## config.mk

```make
export PLATFORM = sky130hd
export DESIGN_NAME = ufc_top
export DESIGN_NICKNAME = d
export VERILOG_FILES = /design/src/design/ufc_pkg.sv /design/src/design/ufc_top.sv /design/src/design/ufc_level_count.sv /design/src/design/ufc_char_match.sv
export SDC_FILE = /design/constraint.sdc
export NUM_CORES = 1
export LEC_CHECK = 0
export BUFFER_PORTS_ARGS = -buffer_cell sky130_fd_sc_hd__buf_2
export CAP_MARGIN = 20
export CELL_PAD_IN_SITES_DETAIL_PLACEMENT = 1
export CELL_PAD_IN_SITES_GLOBAL_PLACEMENT = 1
export CORE_ASPECT_RATIO = 1.5
export CORE_MARGIN = 5
export CORE_UTILIZATION = 45
export DETAILED_ROUTE_END_ITERATION = 6
export PLACE_DENSITY = 0.78
export SKIP_CTS_REPAIR_TIMING = 1
export SYNTH_ARGS = -nofsm -noshare
export SYNTH_HDL_FRONTEND = slang
export SYNTH_HIERARCHICAL = 1
export SYNTH_SLANG_ARGS = --single-unit
export TNS_END_PERCENT = 100
```

## constraint.sdc

```tcl
create_clock -name clk_i -period 4 [get_ports clk_i]
set_input_delay 0.2 -clock clk_i [delete_from_list [all_inputs] [get_ports clk_i]]
set_output_delay 0.2 -clock clk_i [all_outputs]
set_load 0.03 [all_outputs]
```

## src/design/ufc_pkg.sv

```systemverilog
// Package: constants, offsets and carrier types of the UART feature control block
package ufc_pkg;

   // ----------------------------------------
   // Sizes
   // ----------------------------------------
   localparam int unsigned FIFO_DEPTH = 128;
   localparam int unsigned CNT_W = 8;
   localparam int unsigned PIN_W = 15;
   localparam int unsigned PIN_CTS = 14;
   localparam int unsigned PIN_CS = 13;
   localparam int unsigned PIN_RD = 12;
   localparam int unsigned PIN_WR = 11;

   // ----------------------------------------
   // Register set select codes (selector bits 2:1)
   // ----------------------------------------
   localparam logic [1:0] SET_GEN = 2'h0;
   localparam logic [1:0] SET_FIRST = 2'h1;
   localparam logic [1:0] SET_SECOND = 2'h2;

   // ----------------------------------------
   // Register offsets on the 3-bit address
   // ----------------------------------------
   localparam logic [2:0] ADR_SEL = 3'h6;
   localparam logic [2:0] ADR_IER = 3'h1;
   localparam logic [2:0] ADR_ISR = 3'h2;
   localparam logic [2:0] ADR_TXCNT = 3'h3;
   localparam logic [2:0] ADR_MCR = 3'h4;
   localparam logic [2:0] ADR_RXCNT = 3'h5;
   localparam logic [2:0] ADR_SPR = 3'h7;
   localparam logic [2:0] ADR_DLL = 3'h0;
   localparam logic [2:0] ADR_DLM = 3'h1;
   localparam logic [2:0] ADR_RES1 = 3'h0;
   localparam logic [2:0] ADR_RES2 = 3'h1;
   localparam logic [2:0] ADR_EFR = 3'h2;
   localparam logic [2:0] ADR_PAU1 = 3'h3;
   localparam logic [2:0] ADR_PAU2 = 3'h4;

   // ----------------------------------------
   // Field positions and reset values
   // ----------------------------------------
   localparam int unsigned SEL_CNT_EN = 0;
   localparam int unsigned ISR_SPEC = 4;
   localparam int unsigned MCR_RTS = 1;
   localparam int unsigned EFR_AUTO_RTS = 6;
   localparam logic [7:0] RST_BYTE = 8'h00;
   localparam logic [3:0] ENH_MASK = 4'hF;

   // ----------------------------------------
   // Flow-control direction selection codes
   // ----------------------------------------
   localparam logic [1:0] FLOW_OFF = 2'h0;
   localparam logic [1:0] FLOW_SECOND = 2'h1;
   localparam logic [1:0] FLOW_FIRST = 2'h2;
   localparam logic [1:0] FLOW_BOTH = 2'h3;

   typedef struct packed {
      logic auto_cts;
      logic auto_rts;
      logic spec_det;
      logic enh_en;
      logic [1:0] tx_sel;
      logic [1:0] rx_sel;
   } ufc_efr_t;

   typedef struct packed {
      logic [3:0] ier_hi;
      logic [1:0] fcr_hi;
      logic [2:0] mcr_hi;
   } ufc_enh_t;

   typedef struct packed {
      logic [7:0] res1;
      logic [7:0] res2;
      logic [7:0] pau1;
      logic [7:0] pau2;
   } ufc_chars_t;

endpackage

```

## src/design/ufc_top.sv

```systemverilog
// UART register-set selection and enhanced feature control
`timescale 1ns/1ps
`default_nettype none
module ufc_top (
   input wire logic clk_i,
   input wire logic nrst_i,
   input wire logic cs_n_i,
   input wire logic rd_n_i,
   input wire logic wr_n_i,
   input wire logic [2:0] addr_i,
   input wire logic [7:0] data_i,
   output logic [7:0] data_o,
   output logic data_oe_o,
   input wire logic cts_i,
   input wire logic rx_valid_i,
   input wire logic [7:0] rx_char_i,
   input wire logic rx_push_i,
   input wire logic rx_pop_i,
   input wire logic tx_push_i,
   input wire logic tx_pop_i,
   input wire logic [7:0] rx_trigger_i,
   output logic rts_o,
   output logic tx_halt_o,
   output logic rx_level_hit_o,
   output logic [15:0] divisor_o,
   output logic [1:0] tx_flow_sel_o,
   output var ufc_pkg::ufc_enh_t enh_o
);
   import ufc_pkg::*;

   // ----------------------------------------
   // Pin synchronisers: a bit changes once stages two and three agree
   // ----------------------------------------
   logic [PIN_W-1:0] s1_q;
   logic [PIN_W-1:0] s2_q;
   logic [PIN_W-1:0] s3_q;
   logic [PIN_W-1:0] pin_q;
   logic [PIN_W-1:0] pin_d;
   wire [PIN_W-1:0] pin_raw = {cts_i, cs_n_i, rd_n_i, wr_n_i, addr_i, data_i};

   assign pin_d = (s2_q & s3_q) | (pin_q & (s2_q ^ s3_q));

   always_ff @(posedge clk_i or negedge nrst_i) begin
      if (!nrst_i) begin
         s1_q <= '1;
         s2_q <= '1;
         s3_q <= '1;
         pin_q <= '1;
      end else begin
         s1_q <= pin_raw;
         s2_q <= s1_q;
         s3_q <= s2_q;
         pin_q <= pin_d;
      end
   end

   wire cts_f = pin_q[PIN_CTS];
   wire wr_act = !pin_q[PIN_CS] && !pin_q[PIN_WR];
   wire rd_act = !pin_q[PIN_CS] && !pin_q[PIN_RD];
   wire [2:0] adr = pin_q[10:8];
   wire [7:0] wdat = pin_q[7:0];

   logic wr_act_q;
   logic rd_act_q;
   wire wr_ev = wr_act && !wr_act_q;
   wire rd_ev = rd_act && !rd_act_q;

   // ----------------------------------------
   // Register state
   // ----------------------------------------
   logic [7:0] sel_q;
   logic [7:0] spr_q;
   logic [7:0] dll_q;
   logic [7:0] dlm_q;
   logic [7:0] ier_q;
   logic [7:0] fcr_q;
   logic [7:0] mcr_q;
   ufc_efr_t efr_q;
   ufc_chars_t chars_q;
   logic spec_q;
   logic rts_hold_q;
   logic flow_pause_q;
   logic [7:0] rdata_q;

   wire [1:0] set = sel_q[2:1];
   wire lvl_en = sel_q[SEL_CNT_EN] && (set == SET_GEN);
   wire in_gen = set == SET_GEN;
   wire in_first = set == SET_FIRST;
   wire in_second = set == SET_SECOND;

   // ----------------------------------------
   // Write decode
   // ----------------------------------------
   wire w_sel = wr_ev && adr == ADR_SEL;
   wire w_ier = wr_ev && in_gen && adr == ADR_IER;
   wire w_fcr = wr_ev && in_gen && adr == ADR_ISR;
   wire w_mcr = wr_ev && in_gen && adr == ADR_MCR;
   wire w_spr = wr_ev && in_gen && adr == ADR_SPR;
   wire w_dll = wr_ev && in_first && adr == ADR_DLL;
   wire w_dlm = wr_ev && in_first && adr == ADR_DLM;
   wire w_res1 = wr_ev && in_second && adr == ADR_RES1;
   wire w_res2 = wr_ev && in_second && adr == ADR_RES2;
   wire w_efr = wr_ev && in_second && adr == ADR_EFR;
   wire w_pau1 = wr_ev && in_second && adr == ADR_PAU1;
   wire w_pau2 = wr_ev && in_second && adr == ADR_PAU2;
   wire r_isr = rd_ev && in_gen && adr == ADR_ISR;

   // Enhanced bits take writes only while enhanced bit 4 is set, else they stay latched
   wire enh_wr = efr_q.enh_en;
   wire [7:0] ier_d = enh_wr ? wdat : {ier_q[7:4], wdat[3:0]};
   wire [7:0] fcr_d = enh_wr ? wdat : {fcr_q[7:6], fcr_q[5:4], wdat[3:0]} & {2'h0, 2'h3, ENH_MASK};
   wire [7:0] mcr_d = enh_wr ? wdat : {mcr_q[7:5], wdat[4:0]};

   // ----------------------------------------
   // Level counters and character matching
   // ----------------------------------------
   logic [CNT_W-1:0] rx_fill;
   logic [CNT_W-1:0] tx_fill;
   logic resume_ev;
   logic pause_ev;
   wire [CNT_W-1:0] tx_space = CNT_W'(FIFO_DEPTH) - tx_fill;

   ufc_level_count u_rx_cnt (
      .clk_i(clk_i),
      .nrst_i(nrst_i),
      .push_i(rx_push_i),
      .pop_i(rx_pop_i),
      .fill_o(rx_fill)
   );

   ufc_level_count u_tx_cnt (
      .clk_i(clk_i),
      .nrst_i(nrst_i),
      .push_i(tx_push_i),
      .pop_i(tx_pop_i),
      .fill_o(tx_fill)
   );

   ufc_char_match u_match (
      .clk_i(clk_i),
      .nrst_i(nrst_i),
      .rx_valid_i(rx_valid_i),
      .rx_char_i(rx_char_i),
      .rx_sel_i(efr_q.rx_sel),
      .both_tx_i(efr_q.tx_sel == FLOW_BOTH),
      .chars_i(chars_q),
      .resume_o(resume_ev),
      .pause_o(pause_ev)
   );

   // ----------------------------------------
   // Flow control decisions
   // ----------------------------------------
   wire spec_hit = efr_q.spec_det && rx_valid_i && (rx_char_i == chars_q.pau2);
   wire [8:0] trig_hi = {1'b0, rx_trigger_i} + 9'h001;
   wire [8:0] trig_lo = {1'b0, rx_trigger_i};
   wire rts_set = efr_q.auto_rts && ({1'b0, rx_fill} >= trig_hi);
   wire rts_clr = !efr_q.auto_rts || ({1'b0, rx_fill} < trig_lo);
   wire rts_d = efr_q.auto_rts ? rts_hold_q : !mcr_q[MCR_RTS];
   wire halt_d = (efr_q.auto_cts && cts_f) || flow_pause_q;
   wire enh_vis = efr_q.enh_en;
   wire [7:0] efr_rd = {efr_q.auto_cts, efr_q.auto_rts && rts_hold_q, efr_q.spec_det, efr_q.enh_en,
                        efr_q.tx_sel, efr_q.rx_sel};

   // ----------------------------------------
   // Read mux; the selector address has no read path
   // ----------------------------------------
   wire [7:0] gen_rd = (adr == ADR_IER) ? ier_q :
                       (adr == ADR_ISR) ? {3'h0, spec_q, 4'h0} :
                       (adr == ADR_TXCNT && lvl_en) ? tx_space :
                       (adr == ADR_MCR) ? mcr_q :
                       (adr == ADR_RXCNT && lvl_en) ? rx_fill :
                       (adr == ADR_SPR) ? spr_q : RST_BYTE;
   wire [7:0] first_rd = (adr == ADR_DLL) ? dll_q : (adr == ADR_DLM) ? dlm_q : RST_BYTE;
   wire [7:0] second_rd = (adr == ADR_RES1) ? chars_q.res1 :
                          (adr == ADR_RES2) ? chars_q.res2 :
                          (adr == ADR_EFR) ? efr_rd :
                          (adr == ADR_PAU1) ? chars_q.pau1 :
                          (adr == ADR_PAU2) ? chars_q.pau2 : RST_BYTE;
   wire [7:0] rd_mux = in_gen ? gen_rd : in_first ? first_rd : in_second ? second_rd : RST_BYTE;

   // ----------------------------------------
   // Bus edges and read data
   // ----------------------------------------
   always_ff @(posedge clk_i or negedge nrst_i) begin
      if (!nrst_i) begin
         wr_act_q <= 1'b0;
         rd_act_q <= 1'b0;
         rdata_q <= RST_BYTE;
      end else begin
         wr_act_q <= wr_act;
         rd_act_q <= rd_act;
         rdata_q <= rd_ev ? rd_mux : rdata_q;
      end
   end

   // ----------------------------------------
   // Software registers
   // ----------------------------------------
   always_ff @(posedge clk_i or negedge nrst_i) begin
      if (!nrst_i) begin
         sel_q <= RST_BYTE;
         spr_q <= RST_BYTE;
         dll_q <= RST_BYTE;
         dlm_q <= RST_BYTE;
         ier_q <= RST_BYTE;
         fcr_q <= RST_BYTE;
         mcr_q <= RST_BYTE;
      end else begin
         if (w_sel) sel_q <= wdat & 8'h07;
         if (w_spr) spr_q <= wdat;
         if (w_dll) dll_q <= wdat;
         if (w_dlm) dlm_q <= wdat;
         if (w_ier) ier_q <= ier_d;
         if (w_fcr) fcr_q <= fcr_d;
         if (w_mcr) mcr_q <= mcr_d;
      end
   end

   always_ff @(posedge clk_i or negedge nrst_i) begin
      if (!nrst_i) begin
         efr_q <= '0;
         chars_q <= '0;
      end else begin
         if (w_efr) efr_q <= ufc_efr_t'(wdat);
         if (w_res1) chars_q.res1 <= wdat;
         if (w_res2) chars_q.res2 <= wdat;
         if (w_pau1) chars_q.pau1 <= wdat;
         if (w_pau2) chars_q.pau2 <= wdat;
      end
   end

   // Match flag: a hit in the cycle of a status read survives the clear
   always_ff @(posedge clk_i or negedge nrst_i) begin
      if (!nrst_i) begin
         spec_q <= 1'b0;
         rts_hold_q <= 1'b0;
         flow_pause_q <= 1'b0;
      end else begin
         spec_q <= spec_hit || (spec_q && !r_isr);
         rts_hold_q <= rts_set || (rts_hold_q && !rts_clr);
         flow_pause_q <= (efr_q.rx_sel != FLOW_OFF) && (pause_ev || (flow_pause_q && !resume_ev));
      end
   end

   // ----------------------------------------
   // Registered outputs
   // ----------------------------------------
   always_ff @(posedge clk_i or negedge nrst_i) begin
      if (!nrst_i) begin
         data_o <= RST_BYTE;
         data_oe_o <= 1'b0;
         rts_o <= 1'b1;
         tx_halt_o <= 1'b0;
         rx_level_hit_o <= 1'b0;
         divisor_o <= '0;
         tx_flow_sel_o <= FLOW_OFF;
         enh_o <= '0;
      end else begin
         data_o <= rd_ev ? rd_mux : rdata_q;
         data_oe_o <= rd_act;
         rts_o <= rts_d;
         tx_halt_o <= halt_d;
         rx_level_hit_o <= efr_q.auto_rts && ({1'b0, rx_fill} >= trig_lo) && (rx_trigger_i != '0);
         divisor_o <= {dlm_q, dll_q};
         tx_flow_sel_o <= efr_q.tx_sel;
         enh_o <= enh_vis ? {ier_q[7:4], fcr_q[5:4], mcr_q[7:5]} : '0;
      end
   end

   // ----------------------------------------
   // Checks
   // ----------------------------------------
   lvl_gate_a: assert property (@(posedge clk_i) disable iff (!nrst_i)
      rd_ev && in_gen && (adr == ADR_TXCNT || adr == ADR_RXCNT) && !lvl_en |=> rdata_q == RST_BYTE)
      else $error("level count visible while gated");
   sel_hidden_a: assert property (@(posedge clk_i) disable iff (!nrst_i)
      rd_ev && adr == ADR_SEL |=> data_o == RST_BYTE)
      else $error("selector returned on read");
   tx_space_a: assert property (@(posedge clk_i) disable iff (!nrst_i)
      rd_ev && lvl_en && adr == ADR_TXCNT |=> rdata_q == CNT_W'(FIFO_DEPTH) - $past(tx_fill))
      else $error("transmit space count wrong");
   div_join_a: assert property (@(posedge clk_i) disable iff (!nrst_i)
      w_dlm ##1 1'b1 |=> divisor_o[15:8] == $past(wdat, 2))
      else $error("divisor high byte not joined");
   cts_halt_a: assert property (@(posedge clk_i) disable iff (!nrst_i)
      efr_q.auto_cts && cts_f |=> tx_halt_o)
      else $error("transmitter not halted by clear-to-send");
   rts_follow_a: assert property (@(posedge clk_i) disable iff (!nrst_i)
      !efr_q.auto_rts |=> rts_o == !$past(mcr_q[MCR_RTS]))
      else $error("request-to-send ignores modem control");
   spec_flag_a: assert property (@(posedge clk_i) disable iff (!nrst_i)
      spec_hit |=> spec_q [*1] ##1 (spec_q || $past(r_isr)))
      else $error("special character flag lost");
   enh_lock_a: assert property (@(posedge clk_i) disable iff (!nrst_i)
      w_ier && !efr_q.enh_en |=> $stable(ier_q[7:4]))
      else $error("enhanced bits written while latched");
   scratch_a: assert property (@(posedge clk_i) disable iff (!nrst_i)
      w_spr |=> spr_q == $past(wdat))
      else $error("scratch byte not stored");
   rts_hyst_a: assert property (@(posedge clk_i) disable iff (!nrst_i)
      rts_set |=> ##1 rts_o)
      else $error("request-to-send not raised at level");
   rx_cnt_a: assert property (@(posedge clk_i) disable iff (!nrst_i)
      rd_ev && lvl_en && adr == ADR_RXCNT |=> rdata_q == $past(rx_fill))
      else $error("receive fill count wrong");
   pause_halt_a: assert property (@(posedge clk_i) disable iff (!nrst_i)
      pause_ev && (efr_q.rx_sel != FLOW_OFF) |=> ##1 tx_halt_o)
      else $error("transmitter not paused by pause character");

   cov_lvl_c: cover property (@(posedge clk_i) disable iff (!nrst_i) rd_ev && lvl_en && adr == ADR_RXCNT);
   cov_spec_c: cover property (@(posedge clk_i) disable iff (!nrst_i) spec_hit);
   cov_rts_c: cover property (@(posedge clk_i) disable iff (!nrst_i) rts_hold_q ##[1:50] !rts_hold_q);
   cov_pause_c: cover property (@(posedge clk_i) disable iff (!nrst_i) flow_pause_q ##[1:50] !flow_pause_q);
   cov_halt_c: cover property (@(posedge clk_i) disable iff (!nrst_i) tx_halt_o ##1 !tx_halt_o);
endmodule
`default_nettype wire

```

## src/design/ufc_level_count.sv

```systemverilog
// Occupancy counter of one FIFO, tracking pushes and pops every cycle
`timescale 1ns/1ps
`default_nettype none
module ufc_level_count (
   input wire logic clk_i,
   input wire logic nrst_i,
   input wire logic push_i,
   input wire logic pop_i,
   output logic [ufc_pkg::CNT_W-1:0] fill_o
);
   import ufc_pkg::*;

   localparam logic [CNT_W-1:0] FULL = CNT_W'(FIFO_DEPTH);
   localparam logic [CNT_W-1:0] ONE = CNT_W'(1);

   logic [CNT_W-1:0] fill_q;
   logic [CNT_W-1:0] fill_d;
   wire do_push = push_i && !pop_i && (fill_q != FULL);
   wire do_pop = pop_i && !push_i && (fill_q != '0);

   assign fill_d = do_push ? fill_q + ONE : (do_pop ? fill_q - ONE : fill_q);
   assign fill_o = fill_q;

   always_ff @(posedge clk_i or negedge nrst_i) begin
      if (!nrst_i) begin
         fill_q <= '0;
      end else begin
         fill_q <= fill_d;
      end
   end

   fill_bound_a: assert property (@(posedge clk_i) disable iff (!nrst_i) fill_q <= FULL)
      else $error("level count beyond FIFO depth");
endmodule
`default_nettype wire

```

## src/design/ufc_char_match.sv

```systemverilog
// Receive-side comparison of incoming characters with the flow-control characters
`timescale 1ns/1ps
`default_nettype none
module ufc_char_match (
   input wire logic clk_i,
   input wire logic nrst_i,
   input wire logic rx_valid_i,
   input wire logic [7:0] rx_char_i,
   input wire logic [1:0] rx_sel_i,
   input wire logic both_tx_i,
   input wire ufc_pkg::ufc_chars_t chars_i,
   output logic resume_o,
   output logic pause_o
);
   import ufc_pkg::*;

   logic [7:0] prev_q;
   logic prev_ok_q;

   // Bit 0 of each character register lines up with bit 0 of the received byte
   wire r1 = rx_char_i == chars_i.res1;
   wire r2 = rx_char_i == chars_i.res2;
   wire p1 = rx_char_i == chars_i.pau1;
   wire p2 = rx_char_i == chars_i.pau2;
   wire r_seq = prev_ok_q && (prev_q == chars_i.res1) && r2;
   wire p_seq = prev_ok_q && (prev_q == chars_i.pau1) && p2;
   wire dual = (rx_sel_i == FLOW_BOTH) && both_tx_i;
   wire either = (rx_sel_i == FLOW_BOTH) && !both_tx_i;

   assign resume_o = rx_valid_i && ((rx_sel_i == FLOW_FIRST && r1) || (rx_sel_i == FLOW_SECOND && r2) ||
                     (either && (r1 || r2)) || (dual && r_seq));
   assign pause_o = rx_valid_i && ((rx_sel_i == FLOW_FIRST && p1) || (rx_sel_i == FLOW_SECOND && p2) ||
                    (either && (p1 || p2)) || (dual && p_seq));

   always_ff @(posedge clk_i or negedge nrst_i) begin
      if (!nrst_i) begin
         prev_q <= RST_BYTE;
         prev_ok_q <= 1'b0;
      end else if (rx_valid_i) begin
         prev_q <= rx_char_i;
         prev_ok_q <= 1'b1;
      end
   end
endmodule
`default_nettype wire

```

==> results by group, run 1 <==
Die
  • Top-Level Pins: 77
  • Die W: 134 um
  • Die ar.: about 0.026 mm2
  • Core Region: around 0.023 mm2
  • Die height: roughly 200 um
  • FP Rows: 68
  • Starting Density: a little under half

Global routing
  • Pin count of the biggest net entering global routing: roughly 130
  • Vias in the first global route: roughly 7800
  • Global-route wire length before repair: around 43000 um
  • Total global routing overflow: 0
  • Initial antenna violation count: 0
  • GRT Overall Usage: 20.8%

Clock network
  • CTS tree: built
  • Clk sinks: roughly 210
  • Clk Latency, worst-skew pair: 0.51 ns
  • CTS Root Cell: clkbuf_16
  • Worst-path clk slew: around 0.070 ns
  • CTS buffer count: 21
  • Clock tree buffer depth: 3
  • H-tree depth: 1

Synth
  • Syn_nets: just over 900
  • Syn Std Cell Area: roughly 0.010 mm2
  • Ranking of synthesized cells by area: dfrtp_1 37%, dfstp_2 15%, mux2_2 11%
  • #FFs+latches synth: about 210
  • YS warnings: 6
  • Area share of the largest cell type after synthesis: between 30% and 40%
  • Synth unique cells: ~70
  • Synth async-reset ratio: 100%
  • Synth Flop Type: dfrtp_1
  • Syn_area_per_cell: around 13 um2
  • EDFF count, synth: 0
  • Post-Syn Instances: roughly 800
  • Seq/Total Area, Yosys: a little over half
  • Post-synth top area cell: dfrtp_1

Layout
  • Most frequent cells in the layout: 152 x dfrtp_1, 98 x mux2_2, 75 x buf_2
  • # nets final: just under 1000
  • Layout cells sized above 1: approximately 33%
  • Area Overhead vs Synth: 14.5%
  • Diode count: 0
  • Commonest non-fill, non-tap cell in the layout: dfrtp_1
  • Final core utilization: about half

Power
  • Leakage: between 5 and 6 nW
  • P_int: 4.98 mW
  • PwrDens: ~640 mW/mm2
  • Comb pwr share: approximately 30%
  • Sequential Power Share: roughly 43%
  • Switching share of power: a little over a third
  • Maximum VDD drop: around 0.47 mV
  • Clock group share of total power: a little over a quarter
  • P_sw: 2.66 mW

Timing
  • Final hold viol count: 0
  • Setup TNS: 0 ns
  • Final setup fails: 0
  • Fmax: around 310 MHz
  • RSZ-0062 raised after global routing: no
  • Worst slew margin: around a third
  • Max Transition Viols Final: 0
  • Tmin final: 3.21 ns
  • Final clock skew: 0.0227 ns
  • Period utilisation layout: 80.4%
  • Worst slew pin tran: a little under 1 ns

Job
  • Number of max-cap violations: 0

Worst setup path
  • Data required, critical path: roughly 4.4 ns
  • CP Buf/Inv Count: 0
  • CP top delay family: simple AND/OR/NAND/NOR gates
  • Slowest cell on crit path: or4_1
  • CP Capture Type: flip-flop
  • Crit path kind: reg2reg
  • Worst EP arrival: 3.59 ns
  • Worst-path cell chain: or4_1 > nor4_2 > a21oi_2 > nand2_1 > ha_1 > a211oi_1 > o21bai_1 > a21oi_1 > o21ai_0 > mux4_2
  • Delay of the slowest critical-path stage: about 0.53 ns
  • Max Fanout on Critical Path: 9
  • Startpoint Class: flip-flop

Place
  • Final HPWL DP: 19400 um
  • Buffers on Ports: between 70 and 80
  • Routability cong.: between 0.9 and 1

Detailed routing
  • # DRC: 0
  • Drt first pass iters: 4
  • Detail Route Antenna Nets: 0
  • Via/cell ratio: about 5.8
  • DR vias: 6899
  • DRT iter0 DRCs: ~350
  • DR WL/cell: between 20 and 25 um
  • Total wire length: 26900 um

Run status
  • Status: finished, final reports clean

Min path
  • Worst hold path type: in2reg
[path summary, 6_finish.rpt]
kind                                                start                              to  slack, ns  depth (start not counted)
max reg2reg                u_tx_cnt/fill_o[0]$_DFFE_PN0P_  u_tx_cnt/fill_o[7]$_DFFE_PN0P_       0.79                         10
min reg2reg                            s1_q[11]$_DFF_PN1_              s2_q[11]$_DFF_PN1_       0.35                          0
max                        u_tx_cnt/fill_o[0]$_DFFE_PN0P_  u_tx_cnt/fill_o[7]$_DFFE_PN0P_       0.79                         10
min                                          rx_char_i[6]   u_match/prev_q[6]$_DFFE_PN0P_       0.07                          2
min in group asynchronous                          nrst_i            mcr_q[2]$_DFFE_PN0P_       0.39                          2
max in group asynchronous                          nrst_i               s3_q[4]$_DFF_PN1_       2.66                          3
[sequential cells by signal (all words and copies together), names as in the netlist, 9 cells and up]
signal	cells
chars_q	32
divisor_o	16
pin_q	15
s1_q	15
s2_q	15
s3_q	15
enh_o	9
[synthesized netlist by cell type, types with 7 or more instances]
| library cell | count |
|---|---|
| a21o_1 | 23 |
| o21ai_0 | 19 |
| a22oi_1 | 7 |
| xnor2_1 | 29 |
| and2_1 | 12 |
| dfrtp_1 | 152 |
| nor2_1 | 17 |
| mux2i_1 | 12 |
| inv_1 | 19 |
| nand2b_1 | 11 |
| clkbuf_1 | 15 |
| nand4_1 | 9 |
| buf_2 | 18 |
| nor4_1 | 7 |
| nand3_1 | 15 |
| a21oi_1 | 26 |
| nand2_1 | 28 |
| ha_1 | 46 |
| nor3_1 | 11 |
| dfstp_2 | 61 |
| mux2_4 | 12 |
| nor2b_1 | 12 |
| mux2_2 | 98 |
| xor2_1 | 52 |
[cell type report]
class                      count  area, um2
inverter                      19       71.3
multi-input combinational    551       4690
timing repair buffer          98        608
tap                          280        350
sequential                   213       5410
clock inverter                 8        104
fill                        2328      11000
clock buffer                  30        622
[through the flow]
stage,hold slack [ns],instances,total power [mW],setup slack [ns],cell area (um2)
after floorplan,-0.0956,820,4.76,1.17,10400
after global placement,0.304,1145,5.45,0.901,11000
after detailed placement,0.306,1145,5.57,0.783,11000
after CTS,-0.236,1183,7.70,0.773,11700
after global routing,0.0762,1199,8.06,0.550,11900
final,0.0705,1199,7.64,0.786,11900
[power by group through the flow]
stage	clock (mW)	sequential, mW	combinational, mW
after CTS	2.13	3.28	2.29
after detailed placement	0	3.32	2.25
after floorplan	0	3.21	1.55
after global routing	2.22	3.36	2.48
final	2.08	3.29	2.27
after global placement	0	3.28	2.17
[cell families after synthesis]
logic type,share of synthesized area (%)
DFF,52.2
and+or+nand+nor,8.62
AOI/OAI and AO/OA,9.80
muxes,14.1
xor gates and xnor gates,6.85
buffers and inverters,2.47
adders and majority gates,5.95
[metal layers]
metal | wire [um] | vias up | GRT usage [%]
li1 | - | 3129 | -
met1 | 10700 | 3538 | 24.8
met2 | 14000 | 162 | 36.8
met3 | 982 | 70 | 2.92
met4 | 1330 | 0 | 9.72
met5 | 0 | - | 0
(Power assumes the default switching activity.)
==> inputs of run 2 (changes only) <==
--- a/config.mk
+++ b/config.mk
@@ -13,7 +13,7 @@
 export CORE_MARGIN = 5
 export CORE_UTILIZATION = 45
 export DETAILED_ROUTE_END_ITERATION = 6
-export PLACE_DENSITY = 0.78
+export PLACE_DENSITY = 0.8
 export SKIP_CTS_REPAIR_TIMING = 1
 export SYNTH_ARGS = -nofsm -noshare
 export SYNTH_HDL_FRONTEND = slang
==> constraint.sdc (replaced) <==
create_clock -name clk_i -period 2.6 [get_ports clk_i]
set_input_delay 0.13 -clock clk_i [delete_from_list [all_inputs] [get_ports clk_i]]
set_output_delay 0.13 -clock clk_i [all_outputs]
set_load 0.03 [all_outputs]
==> run 2 against run 1 <==
Effect of this change:
- the run now ends with negative hold slack, negative setup slack left
- combinational power grew 89%
- first-iteration DRC count shrank 6.8%
- sequential power grew 48%
- largest cell class unchanged
- highest routed layer unchanged
==> results by group, run 2 (synthesized netlist as in run 1, its figures left out) <==
Global routing
  • Met2 global-route usage: 39.3%
  • GR Layer Usage met3: around 2.7%
  • Met1 GRT Util: 25.2%
  • GRT busiest layer: met2
  • Total global routing overflow: 0
  • GRT Overall Usage: 21.7%
  • Initial antenna violation count: 0
  • Vias in the first global route: ~8000
  • Pin count of the biggest net entering global routing: 71
  • Global-route wire length before repair: ~45000 um

Detailed routing
  • Via/cell ratio: between 5 and 6
  • DR vias: between 7000 and 8000
  • Total wire length: approximately 29000 um
  • # DRC: 0
  • DRT iter0 DRCs: 330
  • Drt first pass iters: 6
  • DR WL/cell: about 23 um
  • Detail Route Antenna Nets: 0

Clock network
  • CTS Root Cell: clkbuf_16
  • Worst-path clk slew: 0.06 ns
  • CTS tree: built
  • CTS buffer count: 22
  • Clk Latency, worst-skew pair: around 0.52 ns
  • Clk sinks: approximately 210
  • H-tree depth: 1
  • Clock tree buffer depth: 3

Timing
  • Max Transition Viols Final: 0
  • Setup TNS: -0.749 ns
  • RSZ-0062 raised after global routing: yes
  • Worst slew pin tran: approximately 0.59 ns
  • Final setup fails: 7
  • Fin Hold WS: -0.00295 ns
  • Worst slew margin: 60.4%
  • Final clock skew: around 0.026 ns
  • Final hold viol count: 2
  • Fmax: ~360 MHz
  • Period utilisation layout: 106%
  • Tmin final: roughly 2.8 ns
  • Worst setup slack after layout: -0.162 ns

Worst setup path
  • Delay of the slowest critical-path stage: about 0.55 ns
  • Worst-path cell chain: or4_4 > nor4_4 > a21oi_2 > nand2_4 > ha_4 > a211oi_2 > o21bai_1 > a21oi_2 > o21ai_1 > mux4_2
  • Worst EP arrival: ~3.1 ns
  • Worst reg-to-reg setup slack: -0.16 ns
  • CP Buf/Inv Count: 0
  • Cell mode on critical path: a21oi_2
  • Max Fanout on Critical Path: 5
  • CP top delay family: simple AND/OR/NAND/NOR gates
  • Slowest cell on crit path: or4_4
  • CP Capture Type: flip-flop
  • FF-to-FF Start: u_rx_cnt/fill_o[6]$_DFFE_PN0P_
  • Startpoint Class: flip-flop
  • Data required, critical path: ~3.0 ns
  • Crit path kind: reg2reg
  • CP Launch Point: u_rx_cnt/fill_o[6]$_DFFE_PN0P_

Place
  • Buffers on Ports: 76
  • Routability cong.: approximately 0.87
  • Final HPWL DP: 20100 um

Die
  • FP Rows: 68
  • Die height: around 200 um
  • Top-Level Pins: 77
  • Core Region: about 0.023 mm2
  • Starting Density: 45.2%
  • Die ar.: about 0.026 mm2
  • Die W: about 130 um

Layout
  • Final core utilization: between 50 and 60%
  • Commonest non-fill, non-tap cell in the layout: dfrtp_1
  • Most frequent cells in the layout: 151 x dfrtp_1, 98 x mux2_2, 75 x buf_2
  • Multi-input gate area: roughly 0.005 mm2
  • Filler cells: 2340
  • Diode count: 0
  • Most flops, register: chars_q
  • Layout cells sized above 1: between 30% and 40%
  • Max FFs per register: 32
  • Largest registers: chars_q: 32 flops, divisor_o: 16 flops
  • # nets final: around 1000
  • Area Overhead vs Synth: 20.1%
  • Register area: 0.00541 mm2

Run status
  • Failing checks: negative hold slack, negative setup slack
  • Status: complete, but fails checks

Power
  • PwrDens: roughly 1000 mW/mm2
  • Leakage: around 6 nW
  • Maximum VDD drop: 0.654 mV

Min path
  • Worst Min Path Start: rx_char_i[4]
  • Worst hold path type: in2reg

Job
  • Number of max-cap violations: 0
==> run 2: changes by cell type in the layout (fill, tap and decap cells not counted), moves of 3 or more <==
cell      change
ha_4          +6
clkbuf_8      +4
buf_12        +3
buf_4        +38
a21oi_1       -7
a21oi_2       +7
o21ai_0       -5
a211oi_2      +4
a211oi_1      -4
o21ai_1       +4
ha_1          -6
==> run 2: worst paths after layout <==
kind	to	cells after the start
max	u_rx_cnt/fill_o[7]$_DFFE_PN0P_	10
min	u_match/prev_q[4]$_DFFE_PN0P_	2
max reg2reg	u_rx_cnt/fill_o[7]$_DFFE_PN0P_	10
min reg2reg	s2_q[4]$_DFF_PN1_	0
max in group asynchronous	s3_q[9]$_DFF_PN1_	3
min in group asynchronous	tx_halt_o$_DFF_PN0_	2
==> run 2: per-stage QoR <==
| step | hold slack [ns] | instances | setup slack [ns] | power (mW) | instance area [um2] |
|---|---|---|---|---|---|
| finish | -0.00295 | 1245 | -0.162 | 12.4 | 12400 |
| global placement | 0.128 | 1180 | -0.0423 | 8.74 | 11400 |
| floorplan | -0.166 | 820 | -0.00510 | 7.48 | 10500 |
| detailed placement | 0.133 | 1180 | -0.134 | 8.96 | 11400 |
| CTS | -0.411 | 1220 | -0.150 | 12.3 | 12100 |
| global route | 0.00119 | 1245 | -0.294 | 13.1 | 12400 |
==> run 2: final cells by class <==
type / instances / share of cell area (%)
well taps: 280 / 2.82
clock inverters: 7 / 0.855
clock buffers: 33 / 5.24
multi-input cells: 551 / 39.1
flip-flops and latches: 213 / 43.5
inverters: 19 / 0.574
repair buffers: 142 / 7.92
==> run 2: power by group <==
group	internal [mW]	switching, mW	leakage, nW	total (mW)
logic	2.06	2.21	2.83	4.28
clock network	1.95	1.33	0.368	3.28
registers	4.09	0.786	2.65	4.88
==> run 2: per-layer routing <==
layer	wire (um)	part of all wire (%)	up-vias
met5	0	0	-
met1	10900	38	3714
met2	15400	54	175
met3	966	3.4	74
met4	1340	4.7	0
li1	-	-	3226
==> inputs of run 3 (changes only) <==
--- a/config.mk
+++ b/config.mk
@@ -7,11 +7,11 @@
 export LEC_CHECK = 0
 export BUFFER_PORTS_ARGS = -buffer_cell sky130_fd_sc_hd__buf_2
 export CAP_MARGIN = 20
-export CELL_PAD_IN_SITES_DETAIL_PLACEMENT = 1
-export CELL_PAD_IN_SITES_GLOBAL_PLACEMENT = 1
+export CELL_PAD_IN_SITES_DETAIL_PLACEMENT = 0
+export CELL_PAD_IN_SITES_GLOBAL_PLACEMENT = 2
 export CORE_ASPECT_RATIO = 1.5
 export CORE_MARGIN = 5
-export CORE_UTILIZATION = 45
+export CORE_UTILIZATION = 38
 export DETAILED_ROUTE_END_ITERATION = 6
 export PLACE_DENSITY = 0.8
 export SKIP_CTS_REPAIR_TIMING = 1
==> run 3 against run 2 <==
Effect of this change:
- the flow finishes with violations (negative setup slack)
- utilization shrank 8.0 points
- first-iteration DRC count is 4.2% lower
- wire length decreased by 9.8%
- non-clock buffer count up 5
- final area is 0.66% higher
- power decreased by 1.6%
- register-to-register slack gained 0.08 ns
- combinational power shrank 3%
- critical endpoint is now u_tx_cnt/fill_o[7]$_DFFE_PN0P_
==> results by group, run 3 (synthesized netlist as in run 1, its figures left out) <==
Run status
  • Status: complete, but fails checks
  • Failing checks: negative setup slack

Die
  • Top-Level Pins: a little under 80
  • Die ar.: 0.0307 mm2
  • Die W: between 100 and 150 um
  • Die height: roughly 210 um
  • FP Rows: 74
  • Starting Density: between 30% and 40%
  • Core Region: 0.0270 mm2

Timing
  • Final clock skew: approximately 0.015 ns
  • Period utilisation layout: 103%
  • Tmin final: between 2 and 3 ns
  • Worst slew pin tran: ~0.7 ns
  • Final hold viol count: 0
  • Worst setup slack after layout: -0.0810 ns
  • Max Transition Viols Final: 0
  • Worst slew margin: about 53%
  • Fmax: ~370 MHz
  • Final setup fails: 4
  • Fin Hold WS: between 0.015 and 0.02 ns
  • RSZ-0062 raised after global routing: yes

Detailed routing
  • DR WL/cell: 19.6 um
  • Uppermost layer routed: met4
  • Detail Route Antenna Nets: 0
  • Via/cell ratio: between 5 and 6
  • Drt first pass iters: 4
  • DRT iter0 DRCs: 316
  • DR vias: about 6900
  • Total wire length: roughly 26000 um
  • Met1 wire length: about 10000 um
  • # DRC: 0
  • Metal3 WL: 845 um
  • Met2 Wirelength: around 14000 um

Layout
  • Max FFs per register: 32
  • Largest registers: chars_q: 32 flops, divisor_o: 16 flops
  • Layout Cells excl Fill: approximately 1300
  • Commonest non-fill, non-tap cell in the layout: dfrtp_1
  • Register area: roughly 0.0054 mm2
  • Final core utilization: 46.3%
  • Filler cells: approximately 2600
  • Most flops, register: chars_q
  • Most frequent cells in the layout: 151 x dfrtp_1, 98 x mux2_2, 75 x buf_2
  • Fin area: ~0.013 mm2
  • Diode count: 0
  • # nets final: ~1000
  • Area Overhead vs Synth: 20.9%
  • Multi-input gate area: 0.00485 mm2
  • Layout cells sized above 1: a little under 40%

Worst setup path
  • CP Capture Type: flip-flop
  • Data required, critical path: between 2 and 3 ns
  • Worst EP arrival: just over 3 ns
  • Max Fanout on Critical Path: 6
  • Startpoint Class: flip-flop
  • Crit path kind: reg2reg
  • Reg2Reg Depth: 10

Clock network
  • Clock tree buffer depth: 3
  • Clk Latency, worst-skew pair: 0.52 ns
  • CTS tree: built
  • CTS Root Cell: clkbuf_16
  • CTS buffer count: 23
  • H-tree depth: 1
  • Worst-path clk slew: 0.06 ns
  • Clk sinks: 213

Power
  • PwrDens: a little under 1000 mW/mm2
  • Maximum VDD drop: between 0.5 and 0.6 mV
  • Final Total Pwr: 12.2 mW
  • Leakage: 5.87 nW

Global routing
  • GRT Overall Usage: between 10% and 20%
  • Initial antenna violation count: 0
  • Global-route wire length before repair: 40400 um
  • Vias in the first global route: a little over 7000
  • Total global routing overflow: 0
  • Pin count of the biggest net entering global routing: slightly below 90

Place
  • Placed cells: between 1000 and 1500
  • Routability cong.: between 0.8 and 0.9
  • Final HPWL DP: 18700 um
  • Dpl cell area: ~0.011 mm2
  • Buffers on Ports: 76

Job
  • Number of max-cap violations: 0

Min path
  • Hold Path Depth: 3
  • Worst hold path type: in2reg
==> run 3: where the power goes <==
group | switching [mW] | internal, mW | leakage [nW]
Sequential | 0.751 | 4.09 | 2.65
Combinational | 2.06 | 2.07 | 2.85
Clock | 1.35 | 1.89 | 0.377
Total | 4.17 | 8.06 | 5.87
==> run 3: cell type report <==
class | count | share of cell area, %
clock buffer | 29 | 5.19
clock inverter | 13 | 0.910
inverter | 19 | 0.570
multi-input combinational | 551 | 38.7
sequential | 213 | 43.2
tap | 342 | 3.42
timing repair buffer | 147 | 8.00
==> run 3: metrics by stage <==
stage / TNS, ns / worst slack [ns]
2_1_floorplan: -0.00831 / -0.00510
3_3_place_gp: -0.112 / -0.0358
3_5_place_dp: -0.419 / -0.0912
4_1_cts: -0.501 / -0.101
5_1_grt: -0.906 / -0.219
6_report: -0.212 / -0.0810
==> run 3: final timing paths <==
kind / from / endpoint / slack (ns)
max: u_tx_cnt/fill_o[6]$_DFFE_PN0P_ / u_tx_cnt/fill_o[7]$_DFFE_PN0P_ / -0.08
min: rx_trigger_i[6] / rx_level_hit_o$_DFF_PN0_ / 0.02
min in group asynchronous: nrst_i / tx_flow_sel_o[1]$_DFF_PN0_ / 0.21
max in group asynchronous: nrst_i / s3_q[13]$_DFF_PN1_ / 1.47
max reg2reg: u_tx_cnt/fill_o[6]$_DFFE_PN0P_ / u_tx_cnt/fill_o[7]$_DFFE_PN0P_ / -0.08
min reg2reg: s1_q[10]$_DFF_PN1_ / s2_q[10]$_DFF_PN1_ / 0.35
==> run 3: routing by layer <==
| layer | track usage (%) | vias to the layer above |
|---|---|---|
| met3 | 2.25 | 45 |
| met2 | 30.2 | 109 |
| met4 | 5.57 | 0 |
| met1 | 21.0 | 3507 |
| li1 | - | 3248 |
| met5 | 0 | - |
==> run 3: critical path, stage by stage, from the launching register on <==
cell,delay (ns)
dfrtp_1,0.38
or4_4,0.54
nor4_4,0.32
a21oi_2,0.13
nand2_4,0.13
ha_4,0.22
a211oi_2,0.18
o21bai_1,0.10
a21oi_2,0.17
o21ai_1,0.09
mux4_2,0.28
